**src/design/aid_pkg.sv**
```systemverilog
package aid_pkg;

	// **********************************************
	// Timing
	// **********************************************
	localparam int unsigned CYC_CLKS   = 4; // core clocks per instruction cycle
	localparam int unsigned CYC_ONE    = 1;
	localparam int unsigned CYC_TWO    = 2;
	localparam int unsigned CYC_DP_INC = 3;
	localparam int unsigned CYC_MULDIV = 5;

	// **********************************************
	// Opcode groups (high nibble) and modes (low nibble)
	// **********************************************
	localparam logic [3:0] GRP_INC        = 4'h0;
	localparam logic [3:0] GRP_DEC        = 4'h1;
	localparam logic [3:0] GRP_ADD        = 4'h2;
	localparam logic [3:0] GRP_ADD_CARRY  = 4'h3;
	localparam logic [3:0] GRP_AND        = 4'h5;
	localparam logic [3:0] GRP_SUB_BORROW = 4'h9;
	localparam logic [3:0] MODE_AIM = 4'h4; // accumulator or immediate
	localparam logic [3:0] MODE_DIR = 4'h5;
	localparam logic [7:0] OP_INC_DP = 8'hA3;
	localparam logic [7:0] OP_MUL    = 8'hA4;
	localparam logic [7:0] OP_DIV    = 8'h84;
	localparam logic [7:0] OP_DA     = 8'hD4;

	// **********************************************
	// Special function addresses and flag positions
	// **********************************************
	localparam logic [7:0] SFR_ACC = 8'hE0;
	localparam logic [7:0] SFR_B   = 8'hF0;
	localparam logic [7:0] SFR_PSW = 8'hD0;
	localparam logic [7:0] SFR_DPL = 8'h82;
	localparam logic [7:0] SFR_DPH = 8'h83;
	localparam int unsigned PSW_CY  = 7;
	localparam int unsigned PSW_AC  = 6;
	localparam int unsigned PSW_RS1 = 4;
	localparam int unsigned PSW_RS0 = 3;
	localparam int unsigned PSW_OV  = 2;
	localparam int unsigned PSW_P   = 0;

	// **********************************************
	// Reset values
	// **********************************************
	localparam logic [15:0] RST_PC   = 16'h0000;
	localparam logic [7:0]  RST_BYTE = 8'h00;

	typedef struct packed {
		logic [15:0] data_pointer;
		logic [7:0]  psw;
		logic [7:0]  b;
		logic [7:0]  acc;
	} aid_regs_s;

	typedef struct packed {
		logic       en;
		logic [7:0] addr;
		logic [7:0] data;
	} aid_load_s;

	typedef enum logic [2:0] {ST_FETCH, ST_OPERAND, ST_ADDR, ST_EXEC, ST_WAIT} aid_state_e;

endpackage : aid_pkg

```
**src/design/aid_dmem.sv**
```systemverilog
`timescale 1ns/1ns
module aid_dmem #(
	parameter int unsigned WIDTH = 8,
	parameter int unsigned DEPTH = 256,
	parameter int unsigned AW    = 8
) (
	input  wire logic             core_clk, // core clock
	input  wire logic             clk_en,   // freezes memory when low
	input  wire logic             rd_en,    // read strobe
	input  wire logic [AW-1:0]    rd_addr,  // read address
	output logic      [WIDTH-1:0] rd_data,  // registered read data
	input  wire logic             wr_en,    // write strobe
	input  wire logic [AW-1:0]    wr_addr,  // write address
	input  wire logic [WIDTH-1:0] wr_data   // write data
);

	logic [WIDTH-1:0] mem [DEPTH];

	// No reset: contents are whatever was last written
	always_ff @(posedge core_clk)
	begin
		if (clk_en)
		begin
			if (wr_en)
				mem[wr_addr] <= wr_data;
			if (rd_en)
				rd_data <= mem[rd_addr];
		end
	end

endmodule : aid_dmem

```
**src/design/aid_core.sv**
```systemverilog
`timescale 1ns/1ns
module aid_core
	import aid_pkg::*;
(
	input  wire logic        core_clk,       // core clock, 50 MHz
	input  wire logic        reset_n,        // async reset, active low
	input  wire logic        clk_en,         // freezes all state when low
	output logic      [15:0] prog_addr,      // program memory address
	input  wire logic [7:0]  prog_data,      // program byte at prog_addr
	input  aid_load_s        mem_load,       // data memory preload
	output aid_regs_s        core_regs,      // accumulator, B, flags, data pointer
	output logic             instr_done,     // pulse after each instruction
	output logic             opcode_unknown  // pulse: last opcode not handled
);

	// **********************************************
	// State
	// **********************************************
	aid_state_e  state, next_state;
	logic [15:0] pc, next_pc;
	logic [7:0]  opcode, next_opcode;
	logic [7:0]  operand, next_operand;
	logic [7:0]  tgt_addr, next_tgt;
	logic [4:0]  cyc_cnt, next_cnt;
	aid_regs_s   regs, next_regs;
	logic        next_done, next_unknown;

	logic        rd_en, wr_en, core_wr;
	logic [7:0]  rd_addr, wr_addr, wr_data, core_wr_addr, core_wr_data, mem_rdata;

	// **********************************************
	// Decode
	// **********************************************
	logic [3:0] grp, mode;
	logic       is_wreg, is_ind, is_dir, is_aim, arith, incdec, is_and, supported, two_byte;
	logic [2:0] inst_cyc;
	logic [4:0] last_cnt;
	logic [1:0] bank;
	logic [7:0] ptr_addr, eff_addr, opnd, sfr_rd;

	assign grp    = opcode[7:4];
	assign mode   = opcode[3:0];
	assign is_wreg = opcode[3];
	assign is_ind = (mode[3:1] == 3'b011);
	assign is_dir = (mode == MODE_DIR);
	assign is_aim = (mode == MODE_AIM);
	assign arith  = (grp == GRP_ADD) || (grp == GRP_ADD_CARRY) || (grp == GRP_SUB_BORROW);
	assign incdec = (grp == GRP_INC) || (grp == GRP_DEC);
	assign is_and = (grp == GRP_AND) && is_wreg;
	assign supported = ((arith || incdec) && mode >= MODE_AIM) || is_and
		|| opcode == OP_INC_DP || opcode == OP_MUL || opcode == OP_DIV || opcode == OP_DA;
	assign two_byte = (arith && (is_aim || is_dir)) || (incdec && is_dir);

	always_comb
	begin
		if (opcode == OP_MUL || opcode == OP_DIV)
			inst_cyc = 3'(CYC_MULDIV);
		else if (opcode == OP_INC_DP)
			inst_cyc = 3'(CYC_DP_INC);
		else if (two_byte)
			inst_cyc = 3'(CYC_TWO);
		else
			inst_cyc = 3'(CYC_ONE);
	end
	assign last_cnt = 5'(inst_cyc * CYC_CLKS - 1);

	assign bank     = regs.psw[PSW_RS1:PSW_RS0];
	assign ptr_addr = {3'b000, bank, is_ind ? {2'b00, opcode[0]} : opcode[2:0]};
	assign eff_addr = is_ind ? mem_rdata : (is_dir ? operand : ptr_addr);

	always_comb
	begin
		case (tgt_addr)
			SFR_ACC: sfr_rd = regs.acc;
			SFR_B:   sfr_rd = regs.b;
			SFR_PSW: sfr_rd = regs.psw;
			SFR_DPL: sfr_rd = regs.data_pointer[7:0];
			SFR_DPH: sfr_rd = regs.data_pointer[15:8];
			default: sfr_rd = RST_BYTE;
		endcase
	end

	assign opnd = (arith && is_aim) ? operand : ((is_dir && tgt_addr[7]) ? sfr_rd : mem_rdata);

	// **********************************************
	// Arithmetic
	// **********************************************
	logic       cin, is_sub, add_ov, sub_ov, da_fix;
	logic [8:0] add9, sub9, da_lo, da_res;
	logic [4:0] addh, subh;
	logic [7:0] idv, id_res, div_b;
	logic [15:0] prod;

	// carry in for add-with-carry and subtract-with-borrow
	assign cin    = (grp == GRP_ADD_CARRY || grp == GRP_SUB_BORROW) ? regs.psw[PSW_CY] : 1'b0;
	assign is_sub = (grp == GRP_SUB_BORROW);
	assign add9   = {1'b0, regs.acc} + {1'b0, opnd} + {8'h00, cin};
	assign addh   = {1'b0, regs.acc[3:0]} + {1'b0, opnd[3:0]} + {4'h0, cin};
	assign sub9   = {1'b0, regs.acc} - {1'b0, opnd} - {8'h00, cin};
	assign subh   = {1'b0, regs.acc[3:0]} - {1'b0, opnd[3:0]} - {4'h0, cin};
	assign add_ov = (regs.acc[7] == opnd[7]) && (add9[7] != regs.acc[7]);
	assign sub_ov = (regs.acc[7] != opnd[7]) && (sub9[7] != regs.acc[7]);
	assign idv    = is_aim ? regs.acc : opnd;
	assign id_res = (grp == GRP_INC) ? 8'(idv + 8'h01) : 8'(idv - 8'h01);
	assign prod   = 16'(regs.acc) * 16'(regs.b);
	assign div_b  = (regs.b == RST_BYTE) ? 8'h01 : regs.b;
	// decimal adjust, low then high digit
	assign da_lo  = (regs.acc[3:0] > 4'h9 || regs.psw[PSW_AC]) ? {1'b0, regs.acc} + 9'h006 : {1'b0, regs.acc};
	assign da_fix = (da_lo[7:4] > 4'h9) || regs.psw[PSW_CY] || da_lo[8];
	assign da_res = da_fix ? {1'b0, da_lo[7:0]} + 9'h060 : {1'b0, da_lo[7:0]};

	// **********************************************
	// Sequencer and execute
	// **********************************************
	always_comb
	begin
		next_state   = state;
		next_pc      = pc;
		next_opcode  = opcode;
		next_operand = operand;
		next_tgt     = tgt_addr;
		next_cnt     = 5'(cyc_cnt + 5'd1);
		next_regs    = regs;
		next_done    = 1'b0;
		next_unknown = 1'b0;
		rd_en        = 1'b0;
		rd_addr      = ptr_addr;
		core_wr      = 1'b0;
		core_wr_addr = tgt_addr;
		core_wr_data = id_res;
		case (state)
			ST_FETCH:
			begin
				next_opcode = prog_data;
				next_pc     = 16'(pc + 16'd1);
				next_cnt    = 5'd1;
				next_state  = ST_OPERAND;
			end
			ST_OPERAND:
			begin
				rd_en = 1'b1;
				if (two_byte)
				begin
					next_operand = prog_data;
					next_pc      = 16'(pc + 16'd1);
				end
				next_state = ST_ADDR;
			end
			ST_ADDR:
			begin
				// indirect address taken from pointer register
				rd_en      = is_wreg || is_ind || (is_dir && !operand[7]);
				rd_addr    = eff_addr;
				next_tgt   = eff_addr;
				next_state = ST_EXEC;
			end
			ST_EXEC:
			begin
				next_state   = (cyc_cnt == last_cnt) ? ST_FETCH : ST_WAIT;
				next_done    = (cyc_cnt == last_cnt);
				next_unknown = (cyc_cnt == last_cnt) && !supported;
				// Low modes of the arithmetic groups are not handled and must stay no-ops
				if (arith && mode >= MODE_AIM)
				begin
					next_regs.acc          = is_sub ? sub9[7:0] : add9[7:0];
					next_regs.psw[PSW_CY]  = is_sub ? sub9[8] : add9[8];
					next_regs.psw[PSW_AC]  = is_sub ? subh[4] : addh[4];
					next_regs.psw[PSW_OV]  = is_sub ? sub_ov : add_ov;
				end
				else if (is_and)
				begin
					next_regs.acc = regs.acc & opnd;
				end
				else if (incdec && mode >= MODE_AIM)
				begin
					if (is_aim)
						next_regs.acc = id_res;
					else if (is_dir && tgt_addr[7])
					begin
						case (tgt_addr)
							SFR_ACC: next_regs.acc = id_res;
							SFR_B:   next_regs.b = id_res;
							SFR_PSW: next_regs.psw = id_res;
							SFR_DPL: next_regs.data_pointer[7:0] = id_res;
							SFR_DPH: next_regs.data_pointer[15:8] = id_res;
							default: next_regs.b = regs.b;
						endcase
					end
					else
					begin
						core_wr = 1'b1;
					end
				end
				else
				begin
					case (opcode)
						OP_INC_DP: next_regs.data_pointer = 16'(regs.data_pointer + 16'd1);
						OP_MUL:
						begin
							next_regs.acc         = prod[7:0];
							next_regs.b           = prod[15:8];
							next_regs.psw[PSW_CY] = 1'b0;
							next_regs.psw[PSW_OV] = (prod[15:8] != RST_BYTE);
						end
						OP_DIV:
						begin
							// divide by zero keeps A and B, sets overflow
							next_regs.psw[PSW_CY] = 1'b0;
							next_regs.psw[PSW_OV] = (regs.b == RST_BYTE);
							if (regs.b != RST_BYTE)
							begin
								next_regs.acc = regs.acc / div_b;
								next_regs.b   = regs.acc % div_b;
							end
						end
						OP_DA:
						begin
							next_regs.acc         = da_res[7:0];
							next_regs.psw[PSW_CY] = da_fix;
						end
						default: next_regs.acc = regs.acc;
					endcase
				end
			end
			ST_WAIT:
			begin
				if (cyc_cnt == last_cnt)
				begin
					next_state   = ST_FETCH;
					next_done    = 1'b1;
					next_unknown = !supported;
				end
			end
			default: next_state = ST_FETCH;
		endcase
		// Parity always follows the accumulator
		next_regs.psw[PSW_P] = ^next_regs.acc;
	end

	// Preload only gets the port when the core is not writing
	assign wr_en   = core_wr || mem_load.en;
	assign wr_addr = core_wr ? core_wr_addr : mem_load.addr;
	assign wr_data = core_wr ? core_wr_data : mem_load.data;

	aid_dmem #(
		.WIDTH (8),
		.DEPTH (256),
		.AW    (8)
	) u_dmem (
		.core_clk (core_clk),
		.clk_en   (clk_en),
		.rd_en    (rd_en),
		.rd_addr  (rd_addr),
		.rd_data  (mem_rdata),
		.wr_en    (wr_en),
		.wr_addr  (wr_addr),
		.wr_data  (wr_data)
	);

	always_ff @(posedge core_clk or negedge reset_n)
	begin
		if (!reset_n)
		begin
			state          <= ST_FETCH;
			pc             <= RST_PC;
			opcode         <= RST_BYTE;
			operand        <= RST_BYTE;
			tgt_addr       <= RST_BYTE;
			cyc_cnt        <= 5'd0;
			regs           <= '0;
			instr_done     <= 1'b0;
			opcode_unknown <= 1'b0;
		end
		else if (clk_en)
		begin
			state          <= next_state;
			pc             <= next_pc;
			opcode         <= next_opcode;
			operand        <= next_operand;
			tgt_addr       <= next_tgt;
			cyc_cnt        <= next_cnt;
			regs           <= next_regs;
			instr_done     <= next_done;
			opcode_unknown <= next_unknown;
		end
	end

	assign prog_addr = pc;
	assign core_regs = regs;

	// **********************************************
	// Checks
	// **********************************************
	logic        exec_fire, retire;
	logic [15:0] pc_start;

	assign exec_fire = (state == ST_EXEC) && clk_en;
	assign retire    = clk_en && (state == ST_EXEC || state == ST_WAIT) && next_state == ST_FETCH;

	always_ff @(posedge core_clk or negedge reset_n)
	begin
		if (!reset_n)
			pc_start <= RST_PC;
		else if (clk_en && state == ST_FETCH)
			pc_start <= pc;
	end
endmodule : aid_core

```
**config.mk**
```make
export PLATFORM = sky130hd
export DESIGN_NAME = aid_core
export DESIGN_NICKNAME = d
export VERILOG_FILES = /design/src/design/aid_pkg.sv /design/src/design/aid_dmem.sv /design/src/design/aid_core.sv
export SDC_FILE = /design/constraint.sdc
export NUM_CORES = 2
export LEC_CHECK = 0
export BUFFER_PORTS_ARGS = -buffer_cell sky130_fd_sc_hd__buf_4
export CORE_MARGIN = 4
export CORE_UTILIZATION = 45
export DETAILED_ROUTE_END_ITERATION = 10
export GPL_TIMING_DRIVEN = 1
export PLACE_DENSITY = 0.68
export SLEW_MARGIN = 20
export SYNTH_ARGS = -nofsm -noshare
export SYNTH_HDL_FRONTEND = slang
export SYNTH_HIERARCHICAL = 1
export SYNTH_SLANG_ARGS = --single-unit
```
**constraint.sdc**
```tcl
create_clock -name core_clk -period 16.8 [get_ports core_clk]
set_input_delay 4.2 -clock core_clk [delete_from_list [all_inputs] [get_ports core_clk]]
set_output_delay 4.2 -clock core_clk [all_outputs]
set_load 0.05 [all_outputs]
```
==> results.txt <==
STA classifies the critical path endpoint as a flip-flop. The highest layer touched by signal routing is met4. The overall power after layout is 18.2 mW. The floorplan step set the die height to 458 um.

sky130_fd_sc_hd__edfxtp_1 takes more of the synthesized area than any other cell. Total met3 wirelength after detailed routing: 23,700 um. The share of total power in the clock network is 0.243.

The logs give 0.0912 mm2 for the cell area after technology mapping and 3 for the worst-case clock buffer depth. For the worst setup path, the data arrival time is 14.64 ns. The later pin in the worst-skew pair is clocked with a latency of 0.85 ns. The layout overhead on the synthesized area is 10.7%.

The buffer cell driving the clock tree root is sky130_fd_sc_hd__clkbuf_16. The routed length per placed instance is 29.6 um, and the die width is 458 um. The number of nets in the synthesized netlist is 5,342, and the critical path buffer and inverter count is 1.

Synthesis warning total: 6. For this design the static power due to leakage is 32.3 nW. Synthesis handed over a netlist of 5,172 instances. In the layout the commonest cells are sky130_fd_sc_hd__edfxtp_1, sky130_fd_sc_hd__mux4_2, sky130_fd_sc_hd__nor2_1, sky130_fd_sc_hd__nand2_1, sky130_fd_sc_hd__clkbuf_16.

After clock tree synthesis, the clock-pin slew on the worst setup and hold paths is 0.06 ns. For the required time of the critical path, the log shows 17.50 ns. In this run the tool buffered the top-level ports with 85 buffer cells. The arithmetic-cell share of the synthesized area counting full adders, half adders and majority gates came out at 0.0229. The final instance count without filler cells was 8,095; the sequential element share of the synthesized area was 0.702. The final cell utilization of the core is 0.503, and the starting utilization of the core area is 0.454. Routability-driven placement finished with a final weighted congestion of 0.937.

The cell family contributing the most delay on the critical path is compound AO/OA/AOI/OAI gates. TritonCTS built the clock tree. The count of nets left with antenna violations once routing finished came out at 0. The logs give 0.210 mm2 for the overall die area and 0 for the remaining global-route overflow.

The residual DRC count was 0. After layout, the worst setup slack is 2.86 ns. The tools report the total I/O pin count as 86. For the CTS buffer count, the log shows 205.

The element type at the critical path start is a flip-flop. The total count of hold-check failures in the final report came out at 0. In the detailed route, the total length drawn on met2 is 113,000 um.

The internal portion of the total power is 11.6 mW. The post-synthesis share of cell area spent on and, or, nand and nor gates is 0.0484, and the met1 routed wirelength after detailed routing is 93,100 um. The fraction of layout instances using a drive strength above 1 was 0.194; the shortest period the worst path allows was 13.94 ns.

The floorplan has 164 rows. The share of flip-flops with an asynchronous set or reset came out at 0.0419. Among all stages on the critical path, the largest delay is contributed by sky130_fd_sc_hd__dfrtp_1. The total global routing track utilization is 0.226, and the maximum fanout count along the critical path is 16. The worst relative slew slack is 0.170. After the first detailed-routing iteration, the DRC count stood at 6,219. The post-cts gate resize count was 0.

The share of the synthesized area in the top cell type works out to 0.677. The worst-case IR drop observed on VDD is 0.000226 V. The share of the cycle needed by the critical path after routing is 0.830.

The sequential power share was 0.343; the maximum level of the CTS H-tree was 4. The flip-flop and latch count after synthesis came out at 2,146. The flow ran to the end, and the final reports show no timing, DRC or antenna violations. The combinational share of power is 0.414. The via total after detailed routing came out at 50.4k. Number of antenna violations at the first check in global routing: 5. The final layout contains 5,439 nets. The clock drives 2,146 sinks.

The share of synthesized area spent on multiplexers was 0.136; the via count of the first global-routing pass was 49.4k. Using the TritonRoute via totals, the vias-per-cell ratio works out to 6.22. The slew of the pin with the lowest slew margin is 1.24 ns.

Setup repair after global routing left no endpoint under its margin. The first global-routing pass estimated 349,000 um of wire. On the final layout, the worst clock skew is 0.0472 ns. The post-synthesis xor/xnor area fraction was 0.00729.

The routed wire length was 240,000 um; the half-perimeter wire length of the detailed placement result was 151,000 um. The number of search-and-repair iterations in the first detailed-routing pass is 6. The leading cell type in the layout, fill and taps excluded is sky130_fd_sc_hd__edfxtp_1. Synthesized area per cell: 17.6 um2. Setup violations remaining at the end of the flow were counted as 0.

The count of maximum capacitance violations is 0. Summed over all nets, the switching power comes to 6.63 mW. The number of max-slew violations in the final report came out at 0.

The most used flip-flop cell after synthesis is sky130_fd_sc_hd__edfxtp_1. The count of flip-flops with a built-in enable after synthesis works out to 2,056. Sorting the synthesized cells by area gives the leading types as sky130_fd_sc_hd__edfxtp_1, sky130_fd_sc_hd__mux4_2, sky130_fd_sc_hd__dfrtp_1, sky130_fd_sc_hd__nor2_1, sky130_fd_sc_hd__mux2i_1. Buffers added to address setup during post-CTS repair amount to 0. Path category of the worst min-delay check: flip-flop to flip-flop. Before CTS, the worst setup slack after placement is 3.10 ns.

The logs give 71.7 MHz for the fmax and 0 for the post-cts hold buffer count. Power spread over the standard cell area amounts to 180 mW/mm2. By area, the combinational part of the netlist is dominated by multiplexers. Entering global routing, the biggest net connects 144 pins.

After detailed placement, the design holds a cell count of 7,716. For the final routed database, the setup TNS stands at 0 ns. In this design, the stage delay of the slowest critical-path cell is 0.76 ns. In this run the standard cell core region covers 0.201 mm2. The critical path is of the flip-flop to flip-flop type. The count of cell types in the netlist is 100.

The fraction of the mapped netlist area in compound gates is 0.0605, and the fraction of power spent switching nets is 0.365.
## final cells by class
class,count,area (um2)
tap,2656,3320
fill,16000,99700
clock inverter,116,946
multi-input combinational,2617,25300
sequential,2146,64000
timing repair buffer,194,1590
inverter,105,394
clock buffer,258,5440
antenna,3,7.51
## state kept, by name, summed over array words and instances, names as in the netlist
register	count
u_dmem/mem	2048
core_regs	40
prog_addr	16
core_wr_addr	8
opcode	8
operand	8
u_dmem/rd_data	8
cyc_cnt	5
state	3
instr_done	1
opcode_unknown	1
## synth_stat cells, types with 11 or more instances
cell type	n
sky130_fd_sc_hd__a22oi_1	170
sky130_fd_sc_hd__clkbuf_1	183
sky130_fd_sc_hd__buf_1	13
sky130_fd_sc_hd__a21oi_1	159
sky130_fd_sc_hd__and2_1	18
sky130_fd_sc_hd__o211ai_1	21
sky130_fd_sc_hd__nor4_1	26
sky130_fd_sc_hd__a31oi_1	23
sky130_fd_sc_hd__fa_1	42
sky130_fd_sc_hd__dfrtp_1	90
sky130_fd_sc_hd__mux2i_1	131
sky130_fd_sc_hd__or3_1	18
sky130_fd_sc_hd__buf_6	20
sky130_fd_sc_hd__buf_4	28
sky130_fd_sc_hd__nand2_1	228
sky130_fd_sc_hd__a221oi_1	28
sky130_fd_sc_hd__xnor2_1	50
sky130_fd_sc_hd__o221ai_1	38
sky130_fd_sc_hd__and3_1	11
sky130_fd_sc_hd__o21ai_1	14
sky130_fd_sc_hd__nor2_1	388
sky130_fd_sc_hd__nor2b_1	26
sky130_fd_sc_hd__buf_8	11
sky130_fd_sc_hd__o21ai_0	124
sky130_fd_sc_hd__nor3_1	51
sky130_fd_sc_hd__mux2_2	57
sky130_fd_sc_hd__a22o_1	27
sky130_fd_sc_hd__o22ai_1	26
sky130_fd_sc_hd__nand4_1	24
sky130_fd_sc_hd__a211oi_1	32
sky130_fd_sc_hd__buf_2	37
sky130_fd_sc_hd__a21o_1	18
sky130_fd_sc_hd__inv_1	94
sky130_fd_sc_hd__xor2_1	24
sky130_fd_sc_hd__nand2b_1	24
sky130_fd_sc_hd__nand3_1	65
sky130_fd_sc_hd__mux4_2	462
sky130_fd_sc_hd__edfxtp_1	2056
sky130_fd_sc_hd__o21a_1	19
sky130_fd_sc_hd__buf_12	12
sky130_fd_sc_hd__ha_1	100
## stage by stage
stage / hold slack, ns / cell area, um2
6_report: 0.479 / 101000
5_1_grt: 0.517 / 101000
4_1_cts: 0.480 / 101000
3_5_place_dp: 0.473 / 94500
3_3_place_gp: 0.464 / 94500
2_1_floorplan: 0.491 / 91200
## worst paths after layout
| check | to | cells after the start | from | slack [ns] |
|---|---|---|---|---|
| hold / removal | prog_addr[15]$_DFFE_PN0P_ | 1 | prog_addr[15]$_DFFE_PN0P_ | 0.48 |
| min in group asynchronous | core_regs[10]$_DFFE_PN0P_ | 1 | reset_n | 3.36 |
| setup reg to reg | core_regs[16]$_DFFE_PN0P_ | 54 | core_regs[15]$_DFFE_PN0P_ | 2.86 |
| max in group asynchronous | prog_addr[5]$_DFFE_PN0P_ | 2 | reset_n | 12.26 |
| hold reg to reg | prog_addr[15]$_DFFE_PN0P_ | 1 | prog_addr[15]$_DFFE_PN0P_ | 0.48 |
| setup / recovery | core_regs[16]$_DFFE_PN0P_ | 54 | core_regs[15]$_DFFE_PN0P_ | 2.86 |
## power groups by stage
| stage | clock network (mW) | registers [mW] | logic, mW |
|---|---|---|---|
| after detailed placement | 0 | 6.35 | 7.48 |
| final | 4.41 | 6.24 | 7.53 |
| after global placement | 0 | 6.34 | 7.45 |
| after floorplan | 0 | 6.44 | 5.35 |
| after global routing | 4.72 | 6.25 | 8.02 |
| after CTS | 4.48 | 6.24 | 7.52 |
## per-layer routing
layer / up-vias / GRT usage
met5: - / 0
met4: 0 / 0.0894
met3: 468 / 0.0509
met2: 2630 / 0.351
met1: 26200 / 0.312
li1: 21100 / -
## logic make-up (layout without fill, tap and decap cells)
group | after synthesis | after routing
multiplexers | 650 | 650
AND/OR/NAND/NOR | 946 | 946
buffers and inverters | 409 | 673
adder cells (fa/ha/maj) | 142 | 142
XOR/XNOR | 75 | 75
other | 0 | 3
AO/OA/AOI/OAI | 804 | 804
flip-flops | 2146 | 2146
Power figures use the tool's default switching activity.
